### src/verilog/adc_cycle_defines.vh
`ifndef ADC_CYCLE_DEFINES_VH
`define ADC_CYCLE_DEFINES_VH

// output word layout
`define WORD_BITS          24
`define RESULT_BITS        21
`define POS_PENDING        23
`define POS_FILLER         22
`define POS_POLARITY       21

// power-on reset pulse length
`define POR_TIME_US        1000
`define CLK_MHZ            10
`define POR_CYCLES         (`POR_TIME_US * `CLK_MHZ)

// default length of one conversion in clk cycles
`define CONV_CYCLES        2000

// result clamp codes for out-of-range input
`define RES_OVER           21'h100000
`define RES_UNDER          21'h0FFFFF

// fifo of finished results
`define FIFO_DEPTH         8

`endif

### src/verilog/adc_cycle_ctrl.v
`timescale 1ns/10ps
`default_nettype none
`include "adc_cycle_defines.vh"

module adc_cycle_ctrl #(
  parameter POR_CYCLES  = `POR_CYCLES,   // power-on pulse length in clk cycles
  parameter CONV_CYCLES = `CONV_CYCLES,  // conversion length in clk cycles
  parameter ISCK_HALF   = 4              // internal serial clock half period
) (
  // clock and reset
  input  wire        clk,
  input  wire        rst,
  // supply monitor, high while supply is below threshold
  input  wire        supply_low,
  // modulator result feed, one pulse per finished conversion
  input  wire        sample_valid,
  output wire        sample_ready,
  input  wire [20:0] sample_data,
  input  wire        sample_over,
  input  wire        sample_under,
  input  wire        sample_polarity,
  // serial port pins
  input  wire        cs_n,
  input  wire        sck_in,
  output reg         sck_out_ff,
  output reg         sck_oe_n_ff,
  output reg         sdo_ff,
  output reg         sdo_oe_n_ff,
  // status
  output reg         converting_ff,
  output reg         sleeping_ff,
  output reg         calibrating_ff,
  output reg         int_sck_mode_ff
);

  // ****************************************
  // states
  // ****************************************
  localparam ST_POR   = 2'b00;
  localparam ST_CONV  = 2'b01;
  localparam ST_SLEEP = 2'b10;
  localparam ST_OUT   = 2'b11;

  // counts the power-on pulse and conversion timer
  localparam CW = 24;

  // ****************************************
  // pin synchronisers
  // ****************************************
  reg  cs_meta_ff;      // first stage, read only by second
  reg  cs_sync_ff;      // synchronised chip select
  reg  cs_prev_ff;      // for edge detection
  reg  sck_meta_ff;
  reg  sck_sync_ff;
  reg  sck_prev_ff;
  reg  sup_meta_ff;
  reg  sup_sync_ff;

  // two flops on every outside level
  always @(posedge clk) begin
    if (rst) begin
      cs_meta_ff  <= 1'b1;
      cs_sync_ff  <= 1'b1;
      cs_prev_ff  <= 1'b1;
      sck_meta_ff <= 1'b0;
      sck_sync_ff <= 1'b0;
      sck_prev_ff <= 1'b0;
      sup_meta_ff <= 1'b1;
      sup_sync_ff <= 1'b1;
    end else begin
      cs_meta_ff  <= cs_n;
      cs_sync_ff  <= cs_meta_ff;
      cs_prev_ff  <= cs_sync_ff;
      sck_meta_ff <= sck_in;
      sck_sync_ff <= sck_meta_ff;
      sck_prev_ff <= sck_sync_ff;
      sup_meta_ff <= supply_low;
      sup_sync_ff <= sup_meta_ff;
    end
  end

  wire cs_fall = cs_prev_ff && !cs_sync_ff;
  // rise/fall of whichever clock drives the shifter
  reg  isck_rise;
  reg  isck_fall;
  wire ext_rise = !sck_prev_ff && sck_sync_ff;
  wire ext_fall = sck_prev_ff && !sck_sync_ff;
  wire clk_rise = int_sck_mode_ff ? isck_rise : ext_rise;
  wire clk_fall = int_sck_mode_ff ? isck_fall : ext_fall;

  // ****************************************
  // internal reset from supply monitor
  // ****************************************
  reg [CW-1:0] por_cnt_ff;   // counts the clearing pulse
  reg          por_ff;       // internal reset active
  wire         ireset = rst || sup_sync_ff || por_ff;

  // held while supply low, then a fixed pulse
  always @(posedge clk) begin
    if (rst || sup_sync_ff) begin
      por_ff     <= 1'b1;
      por_cnt_ff <= {CW{1'b0}};
    end else if (por_ff) begin
      if (por_cnt_ff == POR_CYCLES[CW-1:0] - 1'b1) begin
        por_ff <= 1'b0;
      end else begin
        por_cnt_ff <= por_cnt_ff + 1'b1;
      end
    end
  end

  // ****************************************
  // result fifo between modulator and shifter
  // ****************************************
  wire [23:0] fifo_out;
  wire        fifo_valid;
  reg         fifo_take;
  wire [23:0] fifo_in = {sample_polarity, sample_over, sample_under, sample_data};

  result_fifo #(
    .WIDTH (24),
    .DEPTH (`FIFO_DEPTH),
    .AW    (3)
  ) u_fifo (
    .clk         (clk),
    .rst         (ireset),
    .in_valid    (sample_valid),
    .in_ready    (sample_ready),
    .in_data     (fifo_in),
    .out_valid   (fifo_valid),
    .out_ready   (fifo_take),
    .out_data_ff (fifo_out)
  );

  // clamp code selection for out-of-range input
  function [20:0] clamp;
    input [22:0] w;
    begin
      if (w[22]) begin
        clamp = `RES_OVER;
      end else if (w[21]) begin
        clamp = `RES_UNDER;
      end else begin
        clamp = w[20:0];
      end
    end
  endfunction

  // ****************************************
  // main cycle
  // ****************************************
  reg [1:0]               state_ff;
  reg [CW-1:0]            conv_cnt_ff;     // conversion timer
  reg [`WORD_BITS-1:0]    shift_ff;        // output shift register
  reg [4:0]               bits_ff;         // bits shifted so far
  reg                     started_ff;      // first rising edge seen
  reg [3:0]               isck_cnt_ff;     // internal clock divider
  reg                     isck_lvl_ff;

  // polarity travels through the fifo beside its own sample, so a
  // stalled host never sees the sign of a later sample paired with
  // an earlier result

  // the conversion ends when its time is up and a sample exists;
  // calibration runs within that same time so no extra state
  wire conv_done = (conv_cnt_ff >= CONV_CYCLES[CW-1:0] - 1'b1) && fifo_valid;

  always @(posedge clk) begin
    if (ireset) begin
      state_ff        <= ST_POR;
      conv_cnt_ff     <= {CW{1'b0}};
      shift_ff        <= {`WORD_BITS{1'b0}};
      bits_ff         <= 5'h00;
      started_ff      <= 1'b0;
      fifo_take       <= 1'b0;
      int_sck_mode_ff <= 1'b0;
      calibrating_ff  <= 1'b0;
    end else begin
      fifo_take <= 1'b0;
      case (state_ff)
        ST_POR: begin
          // mode sampled from the pin once after power-up
          int_sck_mode_ff <= sck_sync_ff;
          state_ff        <= ST_CONV;
          conv_cnt_ff     <= {CW{1'b0}};
        end
        ST_CONV: begin
          // last eighth of the conversion time is calibration
          calibrating_ff <= (conv_cnt_ff >= (CONV_CYCLES[CW-1:0] >> 3) * 3'h7);
          // a select during conversion still picks the clock mode
          if (cs_fall) begin
            int_sck_mode_ff <= sck_sync_ff;
          end
          if (!conv_done) begin
            if (conv_cnt_ff < CONV_CYCLES[CW-1:0] - 1'b1) begin
              conv_cnt_ff <= conv_cnt_ff + 1'b1;
            end
          end else begin
            // whole word in one step: pending low, filler low
            shift_ff <= {1'b0, 1'b0,
                         fifo_out[22] ? 1'b1 : (fifo_out[21] ? 1'b0 : fifo_out[23]),
                         clamp(fifo_out[22:0])};
            fifo_take      <= 1'b1;
            calibrating_ff <= 1'b0;
            state_ff       <= ST_SLEEP;
          end
        end
        ST_SLEEP: begin
          // shift register untouched while asleep
          if (cs_fall) begin
            int_sck_mode_ff <= sck_sync_ff;
            bits_ff         <= 5'h00;
            started_ff      <= 1'b0;
            state_ff        <= ST_OUT;
          end
        end
        ST_OUT: begin
          if (cs_sync_ff) begin
            if (started_ff) begin
              state_ff    <= ST_CONV;
              conv_cnt_ff <= {CW{1'b0}};
            end else begin
              state_ff <= ST_SLEEP;
            end
          end else begin
            if (clk_rise) begin
              started_ff <= 1'b1;
            end
            if (clk_fall && started_ff) begin
              shift_ff <= {shift_ff[`WORD_BITS-2:0], 1'b1};
              if (bits_ff == `WORD_BITS - 1) begin
                state_ff    <= ST_CONV;
                conv_cnt_ff <= {CW{1'b0}};
              end else begin
                bits_ff <= bits_ff + 1'b1;
              end
            end
          end
        end
        default: begin
          state_ff <= ST_POR;
        end
      endcase
    end
  end

  // ****************************************
  // internal serial clock generator
  // ****************************************
  // runs only while shifting in internal mode; half period fixed by ISCK_HALF
  always @(posedge clk) begin
    if (ireset || state_ff != ST_OUT || cs_sync_ff || !int_sck_mode_ff) begin
      isck_cnt_ff <= 4'h0;
      isck_lvl_ff <= 1'b0;
      isck_rise   <= 1'b0;
      isck_fall   <= 1'b0;
    end else begin
      isck_rise <= 1'b0;
      isck_fall <= 1'b0;
      if (isck_cnt_ff == ISCK_HALF[3:0] - 1'b1) begin
        isck_cnt_ff <= 4'h0;
        isck_lvl_ff <= !isck_lvl_ff;
        isck_rise   <= !isck_lvl_ff;
        isck_fall   <= isck_lvl_ff;
      end else begin
        isck_cnt_ff <= isck_cnt_ff + 1'b1;
      end
    end
  end

  // ****************************************
  // pin drivers and status
  // ****************************************
  // mode choice comes from pin timing only, never a register
  always @(posedge clk) begin
    if (ireset) begin
      sdo_ff        <= 1'b1;
      sdo_oe_n_ff   <= 1'b1;
      sck_out_ff    <= 1'b0;
      sck_oe_n_ff   <= 1'b1;
      converting_ff <= 1'b1;
      sleeping_ff   <= 1'b0;
    end else begin
      sdo_oe_n_ff   <= cs_sync_ff;
      sck_oe_n_ff   <= !(int_sck_mode_ff && !cs_sync_ff);
      sck_out_ff    <= isck_lvl_ff;
      converting_ff <= (state_ff == ST_CONV) || (state_ff == ST_POR);
      sleeping_ff   <= (state_ff == ST_SLEEP);
      if (state_ff == ST_OUT) begin
        sdo_ff <= shift_ff[`POS_PENDING];
      end else begin
        sdo_ff <= (state_ff != ST_SLEEP);
      end
    end
  end

endmodule

`default_nettype wire

### src/verilog/result_fifo.v
`timescale 1ns/10ps
`default_nettype none
`include "adc_cycle_defines.vh"

// small fifo; read data comes out of a register
module result_fifo #(
  parameter WIDTH = 23,
  parameter DEPTH = `FIFO_DEPTH,
  parameter AW    = 3
) (
  // clock and reset
  input  wire             clk,
  input  wire             rst,
  // fill side
  input  wire             in_valid,
  output wire             in_ready,
  input  wire [WIDTH-1:0] in_data,
  // drain side
  output wire             out_valid,
  input  wire             out_ready,
  output reg  [WIDTH-1:0] out_data_ff
);

  reg [WIDTH-1:0] mem [0:DEPTH-1];  // storage
  reg [AW:0]      wr_ff;            // write pointer with wrap bit
  reg [AW:0]      rd_ff;            // read pointer with wrap bit
  reg             have_ff;          // output register holds a word
  wire            mem_empty;
  wire            full;
  wire            load;

  assign mem_empty = (wr_ff == rd_ff);
  assign full      = (wr_ff[AW-1:0] == rd_ff[AW-1:0]) && (wr_ff[AW] != rd_ff[AW]);
  // nothing is taken while held in reset, so no offered word is lost
  assign in_ready  = !full && !rst;
  assign out_valid = have_ff;
  // refill the output register when empty or being taken
  assign load      = !mem_empty && (!have_ff || out_ready);

  // write side
  always @(posedge clk) begin
    if (in_valid && in_ready) begin
      mem[wr_ff[AW-1:0]] <= in_data;
    end
  end

  // pointers and output register
  always @(posedge clk) begin
    if (rst) begin
      wr_ff       <= {(AW+1){1'b0}};
      rd_ff       <= {(AW+1){1'b0}};
      have_ff     <= 1'b0;
      out_data_ff <= {WIDTH{1'b0}};
    end else begin
      if (in_valid && in_ready) begin
        wr_ff <= wr_ff + 1'b1;
      end
      if (load) begin
        out_data_ff <= mem[rd_ff[AW-1:0]];
        rd_ff       <= rd_ff + 1'b1;
        have_ff     <= 1'b1;
      end else if (out_ready) begin
        have_ff <= 1'b0;
      end
    end
  end

endmodule

`default_nettype wire

### config.mk
export PLATFORM = sky130hd
export DESIGN_NAME = adc_cycle_ctrl
export DESIGN_NICKNAME = d
export VERILOG_FILES = /design/src/verilog/adc_cycle_ctrl.v /design/src/verilog/result_fifo.v
export VERILOG_INCLUDE_DIRS = /design/src /design/src/verilog
export SDC_FILE = /design/constraint.sdc
export NUM_CORES = 1
export LEC_CHECK = 0
export ABC_AREA = 0
export BUFFER_PORTS_ARGS = -buffer_cell sky130_fd_sc_hd__buf_2
export CAP_MARGIN = 20
export CORE_ASPECT_RATIO = 0.5
export CORE_MARGIN = 3
export CORE_UTILIZATION = 60
export CTS_CLUSTER_SIZE = 12
export DETAILED_ROUTE_END_ITERATION = 6
export GPL_ROUTABILITY_DRIVEN = 0
export PLACE_DENSITY = 0.73
export RECOVER_POWER = 100
export REMOVE_ABC_BUFFERS = 1
export SLEW_MARGIN = 20
export SYNTH_ARGS = -nofsm -noshare
export SYNTH_HDL_FRONTEND = slang
export SYNTH_SLANG_ARGS = --single-unit
### constraint.sdc
create_clock -name clk -period 15.16 [get_ports clk]
set_input_delay 3.032 -clock clk [delete_from_list [all_inputs] [get_ports clk]]
set_output_delay 3.032 -clock clk [all_outputs]
set_load 0.005 [all_outputs]
==> results of run 1 <==
==> worst register-to-register path, delay by kind of cell (launching register included) <==
family	cells	cell delay, ns
compound gates	1	0.84
buf+inv	2	2.37
flops	1	0.40
simple gates	3	0.96
==> stage by stage <==
| stage | hold WS (ns) | power [W] | std cells | cell area (um2) | setup slack, ns |
|---|---|---|---|---|---|
| 6_report | 0.4019 | 0.001663 | 1315 | 14450 | 5.997 |
| 5_1_grt | 0.4178 | 0.001720 | 1315 | 14450 | 5.560 |
| 4_1_cts | 0.4070 | 0.001678 | 1315 | 14620 | 7.636 |
| 3_5_place_dp | 0.3956 | 0.0009785 | 1263 | 13720 | 7.645 |
| 3_3_place_gp | 0.3937 | 0.0009774 | 1263 | 13720 | 7.652 |
| 2_1_floorplan | 0.3895 | 0.0009688 | 918 | 13000 | 7.643 |
==> sequential cells by signal, indices dropped and copies added, names as in the netlist, 2 cells and up <==
name,flops
bits_ff,5
conv_cnt_ff,24
isck_cnt_ff,4
por_cnt_ff,24
shift_ff,24
state_ff,2
u_fifo.mem,192
u_fifo.out_data_ff,24
u_fifo.rd_ff,4
u_fifo.wr_ff,4
==> synth_stat cells, types with 17 or more instances <==
| library cell | count |
|---|---|
| edfxtp_1 | 192 |
| mux2i_1 | 40 |
| clkbuf_1 | 34 |
| nor3_1 | 34 |
| a211oi_1 | 37 |
| mux4_2 | 48 |
| dfxtp_1 | 138 |
| xnor2_1 | 17 |
| a21oi_1 | 31 |
| nor2_1 | 114 |
| nand3_1 | 27 |
| nand2_1 | 39 |
==> worst paths after layout <==
kind,from,to,slack [ns],cells past startpoint
min reg2reg,sup_meta_ff,sup_sync_ff,0.40,1
min,sup_meta_ff,sup_sync_ff,0.40,1
max reg2reg,por_ff,u_fifo.mem[5][21],10.15,6
max,rst,sample_ready,6.00,5
==> area by class of cell <==
class                   count  area (um2)
clock buffers              50       847.1
flip-flops and latches    330        8533
multi-input cells         576        4383
well taps                 292       365.4
repair buffers             53       226.5
fillers                  1513        6660
clock inverters             2       50.05
inverters                  12       45.04
==> cell families after synthesis <==
group           synth area share, %
mux                           11.26
fa+ha+maj                     1.038
flops                         64.34
compound gates                7.118
xor+xnor                      2.049
simple gates                  11.95
buf+inv                       2.237
==> routing by layer <==
metal	part of all wire, %	vias up
li1	-	3720
met2	47	181
met3	5.4	44
met5	0	-
met4	1.9	0
met1	46	3817
==> power by group <==
part / internal (W) / total (W) / switching (W)
Combinational: 0.00000262 / 0.0000105 / 0.00000787
Sequential: 0.000947 / 0.000948 / 0.000000569
Clock: 0.000396 / 0.000705 / 0.000308
Total: 0.00135 / 0.00166 / 0.000317
==> metrics.md, run 1 <==
| Metric | Value |
|---|---|
| Vias | `7762` |
| Chip width | `216.2 um` |
| Synth cell types | `60` |
| Cts repair resizes | `0` |
| Sequential fraction of the synthesis area | `64.34%` |
| Most frequent cells in the layout | `edfxtp_1, dfxtp_1, nor2_1` |
| Area grow syn2layout | `9.025%` |
| Nets | `1045` |
| Crit. End Element | `output pin` |
| Clock tree buffer depth | `3` |
| Achievable Freq | `0.1091 GHz` |
| Final-report setup violation count | `0` |
| Initial antenna violation count | `0` |
| RSZ-0062 raised after global routing | `no` |
| Area contributors post-synth | `edfxtp_1, dfxtp_1, mux4_2` |
| Status | `complete, but fails checks` |
| Max-cap violations | `9` |
| Port bufs | `38` |
| Tmin final | `9.163 ns` |
| Synth async-reset ratio | `0%` |
| Critical-path cell list | `clkbuf_1, or3_2, clkbuf_1, a41oi_1, clkbuf_1` |
| First-pass GRT wire length | `41380 um` |
| Worst Path Arrival | `6.13 ns` |
| Total global-route track usage | `21.57%` |
| Clock transition at path regs | `0.06 ns` |
| Initial core utilization | `62.78%` |
| DRT antenna net count | `0` |
| Root Driver | `clkbuf_16` |
| GRT Max-Usage Layer | `met2` |
| WP buf/inv | `3` |
| # DRC | `0` |
| Top-area cell type share of the netlist area | `43.50%` |
| CP max FO | `63` |
| Slew @ Worst Pin | `2.858 ns` |
| FP Rows | `37` |
| Setup CP Type | `in -> out` |
| Setup Buffers After CTS | `0` |
| Crit-path max cell delay | `2.00 ns` |
| Synthesized cell area | `13250 um2` |
| Final Skew | `0.009758 ns` |
| Core Footprint | `21110 um2` |
| Primary FF master, synth | `edfxtp_1` |
| I/O pins | `39` |
| Final Util | `68.45%` |
| DRT iter0 DRCs | `642` |
| Worst min-delay path class | `reg -> reg` |
| Number of synthesized flops with an enable pin | `192` |
| Met3 usage | `3.834%` |
| Pwr Density | `115.1 nW/um2` |
| Full die area | `24020 um2` |
| Total CTS buffers | `31` |
| CTS tree | `yes` |
| Rel. slew slack | `-90.51%` |
| Share of cells above drive strength 1 | `11.24%` |
| Cell family with most CP delay | `buffers and inverters` |
| Warning count from the yosys run | `0` |
| Final period utilization | `60.44%` |
| Most frequent CP cell | `clkbuf_1` |
| Required @ worst endpoint | `12.13 ns` |
| Critical path's slowest cell | `clkbuf_1` |
| Leading area contributor after synthesis | `edfxtp_1` |
| Routed len/inst | `19.16 um` |
| H-Tree Depth | `1` |
| Grt met2 use | `34.43%` |
| Critical path startpoint category | `primary input` |
| Synth Area per Inst | `13.59 um2` |
| DIE HEIGHT | `111.1 um` |
| Remaining Overflow, GRT | `0` |
| Drt pass-1 iters | `5` |
| Worst-Skew Late Latency | `0.57 ns` |
| Drt total wl | `25190 um` |
| Vias in the first global route | `7775` |
| Post-Route Setup TNS | `0 ns` |
| Fin. Hold Viols | `0` |
| Peak VDD IR | `0.00009522 V` |
| Max Slew Vio Count | `263` |
| Vias per inst | `5.903` |
| Dpl hpwl | `14650 um` |
| Inserted Diodes | `0` |
| Largest net degree at the start of global routing | `64` |
| CTS sink cnt | `330` |
| Leak Pwr | `4.453 nW` |
| Failing checks | `max-capacitance violations, max-slew violations` |
| Leading cell type in the layout, fill and taps excluded | `edfxtp_1` |
| Post-Syn Instances | `975` |
| Hold_buf cts | `0` |
| Met1 Use GR | `31.27%` |
| Register bit count reported by yosys | `330` |
Note: power is estimated with default switching activity, not from simulation.
==> inputs of run 2 (changes only) <==
--- a/config.mk
+++ b/config.mk
@@ -11,11 +11,11 @@
 export CAP_MARGIN = 20
 export CORE_ASPECT_RATIO = 0.5
 export CORE_MARGIN = 3
-export CORE_UTILIZATION = 60
+export CORE_UTILIZATION = 56
 export CTS_CLUSTER_SIZE = 12
 export DETAILED_ROUTE_END_ITERATION = 6
 export GPL_ROUTABILITY_DRIVEN = 0
-export PLACE_DENSITY = 0.73
+export PLACE_DENSITY = 0.72
 export RECOVER_POWER = 100
 export REMOVE_ABC_BUFFERS = 1
 export SLEW_MARGIN = 20
==> constraint.sdc (replaced) <==
create_clock -name clk -period 8.1 [get_ports clk]
set_input_delay 1.62 -clock clk [delete_from_list [all_inputs] [get_ports clk]]
set_output_delay 1.62 -clock clk [all_outputs]
set_load 0.005 [all_outputs]
==> run 2 against run 1 <==
Effect of this change: the flow still finishes with violations (max-capacitance violations, max-slew violations); design area is 0.22% higher; clock power is 84% higher; total power is 86% higher; global-route usage is 1.5 points lower; critical path depth is 1 higher; wire length is 0.43% lower; non-clock buffer count is 1 higher; die area is 6.8% higher; clock skew hardly changed; cell count is 1.1% higher; worst hold slack better by 0.0066 ns; sequential share of layout area is 0.12 points lower.
==> metrics.md, run 2 (synthesis results as in run 1) <==
| Metric | Value |
|---|---|
| Uppermost layer routed | `met4` |
| Met2 Routed Length | `11400 um` |
| Worst-Skew Late Latency | `0.57 ns` |
| Routed len/inst | `18.86 um` |
| Chip width | `223.6 um` |
| Area of the multi-input gates | `4387 um2` |
| Clock tree buffer depth | `3` |
| Share of cells above drive strength 1 | `11.53%` |
| Max Slew Vio Count | `263` |
| DIE HEIGHT | `114.8 um` |
| Largest net degree at the start of global routing | `63` |
| DRT antenna net count | `0` |
| Rel. slew slack | `-87.20%` |
| Clock transition at path regs | `0.06 ns` |
| Post-Route Setup TNS | `0 ns` |
| Initial antenna violation count | `1` |
| Tmin final | `4.859 ns` |
| Cts repair resizes | `0` |
| Dpl hpwl | `14620 um` |
| Fin. Hold Viols | `0` |
| Hold path depth | `1` |
| Area grow syn2layout | `9.261%` |
| P_int | `0.002495 W` |
| FP Rows | `39` |
| CTS tree | `yes` |
| Critical path's slowest cell | `clkbuf_1` |
| Final-report setup violation count | `0` |
| Hold_buf cts | `0` |
| R2R cell count | `5` |
| Slew @ Worst Pin | `2.808 ns` |
| Setup Buffers After CTS | `0` |
| Crit. End Element | `flip-flop` |
| Status | `complete, but fails checks` |
| Port bufs | `38` |
| Root Driver | `clkbuf_16` |
| RSZ-0062 raised after global routing | `no` |
| Final-layout fill cell count | `1740` |
| Flop pwr share | `57.4%` |
| Total CTS buffers | `31` |
| Post-Route M1 WL | `11910 um` |
| Vias per inst | `5.786` |
| Drt total wl | `25090 um` |
| Worst min-delay path class | `reg -> reg` |
| Nets | `1046` |
| Critical path startpoint category | `primary input` |
| Pwr Density | `213.5 nW/um2` |
| Initial core utilization | `57.55%` |
| Full die area | `25660 um2` |
| Vias | `7696` |
| Critical-path cell list | `clkbuf_1, or3_2, clkbuf_1, nor2_1, a31o_1, and2_2` |
| Max reg flops | `192` |
| Remaining Overflow, GRT | `0` |
| Total global-route track usage | `20.05%` |
| Combinational group share of total power | `0.7%` |
| Setup CP Type | `in -> reg` |
| Drt pass-1 iters | `5` |
| Most frequent CP cell | `clkbuf_1` |
| Sw Ratio | `19.30%` |
| Core Footprint | `23030 um2` |
| Most frequent cells in the layout | `edfxtp_1, dfxtp_1, nor2_1` |
| Leading cell type in the layout, fill and taps excluded | `edfxtp_1` |
| Vias in the first global route | `7530` |
| CTS sink cnt | `330` |
| Met3 wire length | `1413 um` |
| Final Skew | `0.009437 ns` |
| Final period utilization | `59.98%` |
| H-Tree Depth | `1` |
| Achievable Freq | `0.2058 GHz` |
| Inserted Diodes | `0` |
| Leak Pwr | `4.448 nW` |
| Hold WS | `0.4084 ns` |
| I/O pins | `39` |
| Max-cap violations | `9` |
| Worst Path Arrival | `5.32 ns` |
| CP max FO | `62` |
| Clock power share | `42.0%` |
| Peak VDD IR | `0.0001359 V` |
| Reg area | `8534 um2` |
| First-pass GRT wire length | `40810 um` |
| # DRC | `0` |
| Crit-path max cell delay | `2.01 ns` |
| Switch Pwr | `0.0005968 W` |
| Failing checks | `max-capacitance violations, max-slew violations` |
| DRT iter0 DRCs | `580` |
| Required @ worst endpoint | `8.57 ns` |
## run 2: routing by layer
metal  vias up  GRT usage, %
met5         -             0
met4         0         4.043
li1       3717             -
met3        34         4.388
met2       158         31.38
met1      3787         29.60
## run 2: area by class of cell
| class | instances | share of cell area [%] |
|---|---|---|
| clock buffers | 50 | 5.918 |
| multi-input cells | 576 | 30.29 |
| flip-flops and latches | 330 | 58.93 |
| well taps | 307 | 2.652 |
| repair buffers | 54 | 1.754 |
| clock inverters | 1 | 0.1382 |
| inverters | 12 | 0.3110 |
## run 2: path summary, 6_finish.rpt
| check | startpoint | to | slack [ns] |
|---|---|---|---|
| hold / removal | sup_meta_ff | sup_sync_ff | 0.41 |
| setup reg to reg | por_ff | conv_cnt_ff[16] | 4.14 |
| setup / recovery | rst | conv_cnt_ff[16] | 3.24 |
| hold reg to reg | sup_meta_ff | sup_sync_ff | 0.41 |
## run 2: worst max-delay path: cells and delay by family
kind	cells	cell delay [ns]
AOI/OAI and AO/OA	1	0.61
buffers and inverters	2	2.31
and+or+nand+nor	3	0.75
## run 2: power groups by stage
| stage | Clock, W | Sequential [W] | Combinational [W] |
|---|---|---|---|
| 2_1_floorplan | 0 | 0.00181 | 0.00000297 |
| 3_3_place_gp | 0 | 0.00181 | 0.0000202 |
| 5_1_grt | 0.00140 | 0.00177 | 0.0000231 |
| 6_report | 0.00130 | 0.00177 | 0.0000202 |
| 4_1_cts | 0.00133 | 0.00177 | 0.0000224 |
| 3_5_place_dp | 0 | 0.00181 | 0.0000224 |
## run 2: stage by stage
step / worst slack (ns) / area, um2 / utilization (%) / std cells / power (W)
global route: 2.852 / 14480 / 62.87 / 1330 / 0.003200
detailed placement: 3.705 / 13740 / 59.68 / 1278 / 0.001832
floorplan: 2.015 / 13000 / - / 918 / 0.001813
global placement: 3.712 / 13740 / 59.68 / 1278 / 0.001830
finish: 3.241 / 14480 / 62.87 / 1330 / 0.003091
CTS: 3.701 / 14620 / 63.48 / 1329 / 0.003127
==> inputs of run 3 (changes only) <==
--- a/config.mk
+++ b/config.mk
@@ -6,7 +6,7 @@
 export SDC_FILE = /design/constraint.sdc
 export NUM_CORES = 1
 export LEC_CHECK = 0
-export ABC_AREA = 0
+export ABC_AREA = 1
 export BUFFER_PORTS_ARGS = -buffer_cell sky130_fd_sc_hd__buf_2
 export CAP_MARGIN = 20
 export CORE_ASPECT_RATIO = 0.5
==> constraint.sdc (replaced) <==
create_clock -name clk -period 4 [get_ports clk]
set_input_delay 0.8 -clock clk [delete_from_list [all_inputs] [get_ports clk]]
set_output_delay 0.8 -clock clk [all_outputs]
set_load 0.005 [all_outputs]
==> run 3 against run 2 <==
Effect of this change: the run now ends clean; critical endpoint is now u_fifo.mem[6][21]; via count increased by 34%; global-route usage increased by 1.9 points; design area increased by 4.7%; largest cell class unchanged; worst hold slack got worse by 0.0013 ns.
==> metrics.md, run 3 <==
| Metric | Value |
|---|---|
| Compound-gate portion of the synthesized area | `12.02%` |
| Total global-route track usage | `21.96%` |
| Clock transition at path regs | `0.06 ns` |
| Area grow syn2layout | `8.082%` |
| Fin. Hold Viols | `0` |
| Crit. End Element | `flip-flop` |
| Final Skew | `0.006764 ns` |
| DRT iter0 DRCs | `971` |
| FP Rows | `40` |
| Max-cap violations | `0` |
| Cts repair resizes | `0` |
| Initial core utilization | `57.66%` |
| Total CTS buffers | `31` |
| CTS sink cnt | `330` |
| Vias per inst | `5.542` |
| Rel. slew slack | `25.28%` |
| Vias in the first global route | `9770` |
| Chip width | `229.8 um` |
| Max reg flops | `192` |
| Remaining Overflow, GRT | `0` |
| H-Tree Depth | `1` |
| Vias | `10335` |
| First-pass GRT wire length | `49090 um` |
| Register bit count reported by yosys | `330` |
| Dpl hpwl | `18220 um` |
| I/O pins | `39` |
| Synth async-reset ratio | `0%` |
| Synth cell count leaders | `nand2_1, nor2_1, edfxtp_1` |
| Worst min-delay path class | `reg -> reg` |
| Setup Buffers After CTS | `0` |
| Slew @ Worst Pin | `1.121 ns` |
| Synth cell types | `36` |
| Sequential fraction of the synthesis area | `60.80%` |
| Achievable Freq | `0.3133 GHz` |
| Peak VDD IR | `0.0003185 V` |
| Required @ worst endpoint | `4.20 ns` |
| Port bufs | `38` |
| Overall power | `0.006344 W` |
| Worst-Skew Late Latency | `0.57 ns` |
| Number of synthesized flops with an enable pin | `192` |
| Tmin final | `3.192 ns` |
| Worst Path Arrival | `3.39 ns` |
| Leak Pwr | `5.120 nW` |
| CP max FO | `24` |
| Post-Route Setup TNS | `0 ns` |
| Full die area | `27100 um2` |
| Root Driver | `clkbuf_16` |
| Area share of xor/xnor cells in the synthesized design | `1.499%` |
| Largest net degree at the start of global routing | `82` |
| # DRC | `0` |
| Top-area cell type share of the netlist area | `41.11%` |
| Core Footprint | `24320 um2` |
| Most frequent cells in the layout | `nand2_1, nor2_1, edfxtp_1` |
| Drt total wl | `30010 um` |
| Multiplexer share of the synthesized area | `0%` |
| Drt pass-1 iters | `5` |
| Synth Area in Adders | `0.9813%` |
| DRT antenna net count | `0` |
| Synthesized cell area | `14030 um2` |
| Status | `completed` |
| Nets | `1551` |
| Initial antenna violation count | `0` |
| Simple-gate share of the synthesized area | `19.53%` |
| Primary FF master, synth | `edfxtp_1` |
| Most frequent cell after synthesis | `nand2_1` |
| Setup CP Type | `in -> reg` |
| Leading cell type in the layout, fill and taps excluded | `nand2_1` |
| Final period utilization | `79.79%` |
| Hold WS | `0.4071 ns` |
| Max Slew Vio Count | `0` |
| Final-report setup violation count | `0` |
| Pwr Density | `418.5 nW/um2` |
| Share of cells above drive strength 1 | `6.082%` |
| CTS tree | `yes` |
| Post-Syn Instances | `1501` |
| Clock tree buffer depth | `3` |
| Leading area contributor after synthesis | `edfxtp_1` |
| Inserted Diodes | `0` |
| Hold_buf cts | `0` |
| Area contributors post-synth | `edfxtp_1, dfxtp_1, nand2_1` |
| Routed len/inst | `16.09 um` |
| RSZ-0062 raised after global routing | `no` |
| Synth Area per Inst | `9.344 um2` |
| Critical path startpoint category | `primary input` |
| Final-layout fill cell count | `2044` |
| DIE HEIGHT | `117.9 um` |
| Warning count from the yosys run | `0` |
| Largest family of logic cells by synthesized area | `simple AND/OR/NAND/NOR gates` |
==> run 3: layout make-up <==
type,count,area (um2),area share (%)
inverter,75,281.5,1.857
timing repair buffer,56,266.5,1.758
clock inverter,2,50.05,0.3301
clock buffer,50,857.1,5.654
multi-input combinational,1016,4755,31.36
tap,336,420.4,2.773
sequential,330,8529,56.26
==> run 3: worst paths after layout <==
kind	to	depth (start not counted)	slack, ns	start
setup / recovery	u_fifo.mem[6][21]	9	0.81	rst
hold / removal	sck_sync_ff	2	0.41	sck_meta_ff
hold reg to reg	sck_sync_ff	2	0.41	sck_meta_ff
setup reg to reg	u_fifo.mem[6][21]	8	0.92	sup_sync_ff
==> run 3: routing by layer <==
| metal | routed length (um) | up-vias | GRT usage, % |
|---|---|---|---|
| met5 | 0 | - | 0 |
| met4 | 501 | 0 | 4.705 |
| met3 | 1812 | 52 | 4.038 |
| met2 | 13770 | 298 | 35.27 |
| met1 | 13930 | 4909 | 31.43 |
| li1 | - | 5076 | - |
==> run 3: per-stage QoR <==
stage	cell area [um2]	setup WS, ns	util, %	cells
floorplan	13580	-0.8588	-	1421
global placement	14360	1.163	59.05	1813
detailed placement	14360	1.048	59.05	1813
CTS	15270	1.179	62.78	1865
global route	15160	0.5755	62.33	1865
finish	15160	0.8083	62.33	1865
==> run 3: worst max-delay path: stages <==
cell and delay, ns:
clkbuf_1 0.18, nor2_4 0.19, inv_1 0.32, nor2_1 0.38, nand3_1 0.31, inv_1 0.23, nand2_1 0.19, nor2_1 0.15
clkbuf_2 0.63
==> run 3: logic make-up after synthesis <==
| logic type | count (synthesis) |
|---|---|
| fa+ha+maj | 11 |
| compound gates | 311 |
| flops | 330 |
| simple gates | 670 |
| xor+xnor | 24 |
| buf+inv | 155 |
==> run 3: power breakdown <==
group	switching [W]	internal, W	total, W	leakage [nW]
Combinational	0.0000338	0.00000939	0.0000431	1.85
Sequential	0.00000245	0.00359	0.00359	2.84
Clock	0.00119	0.00152	0.00271	0.434
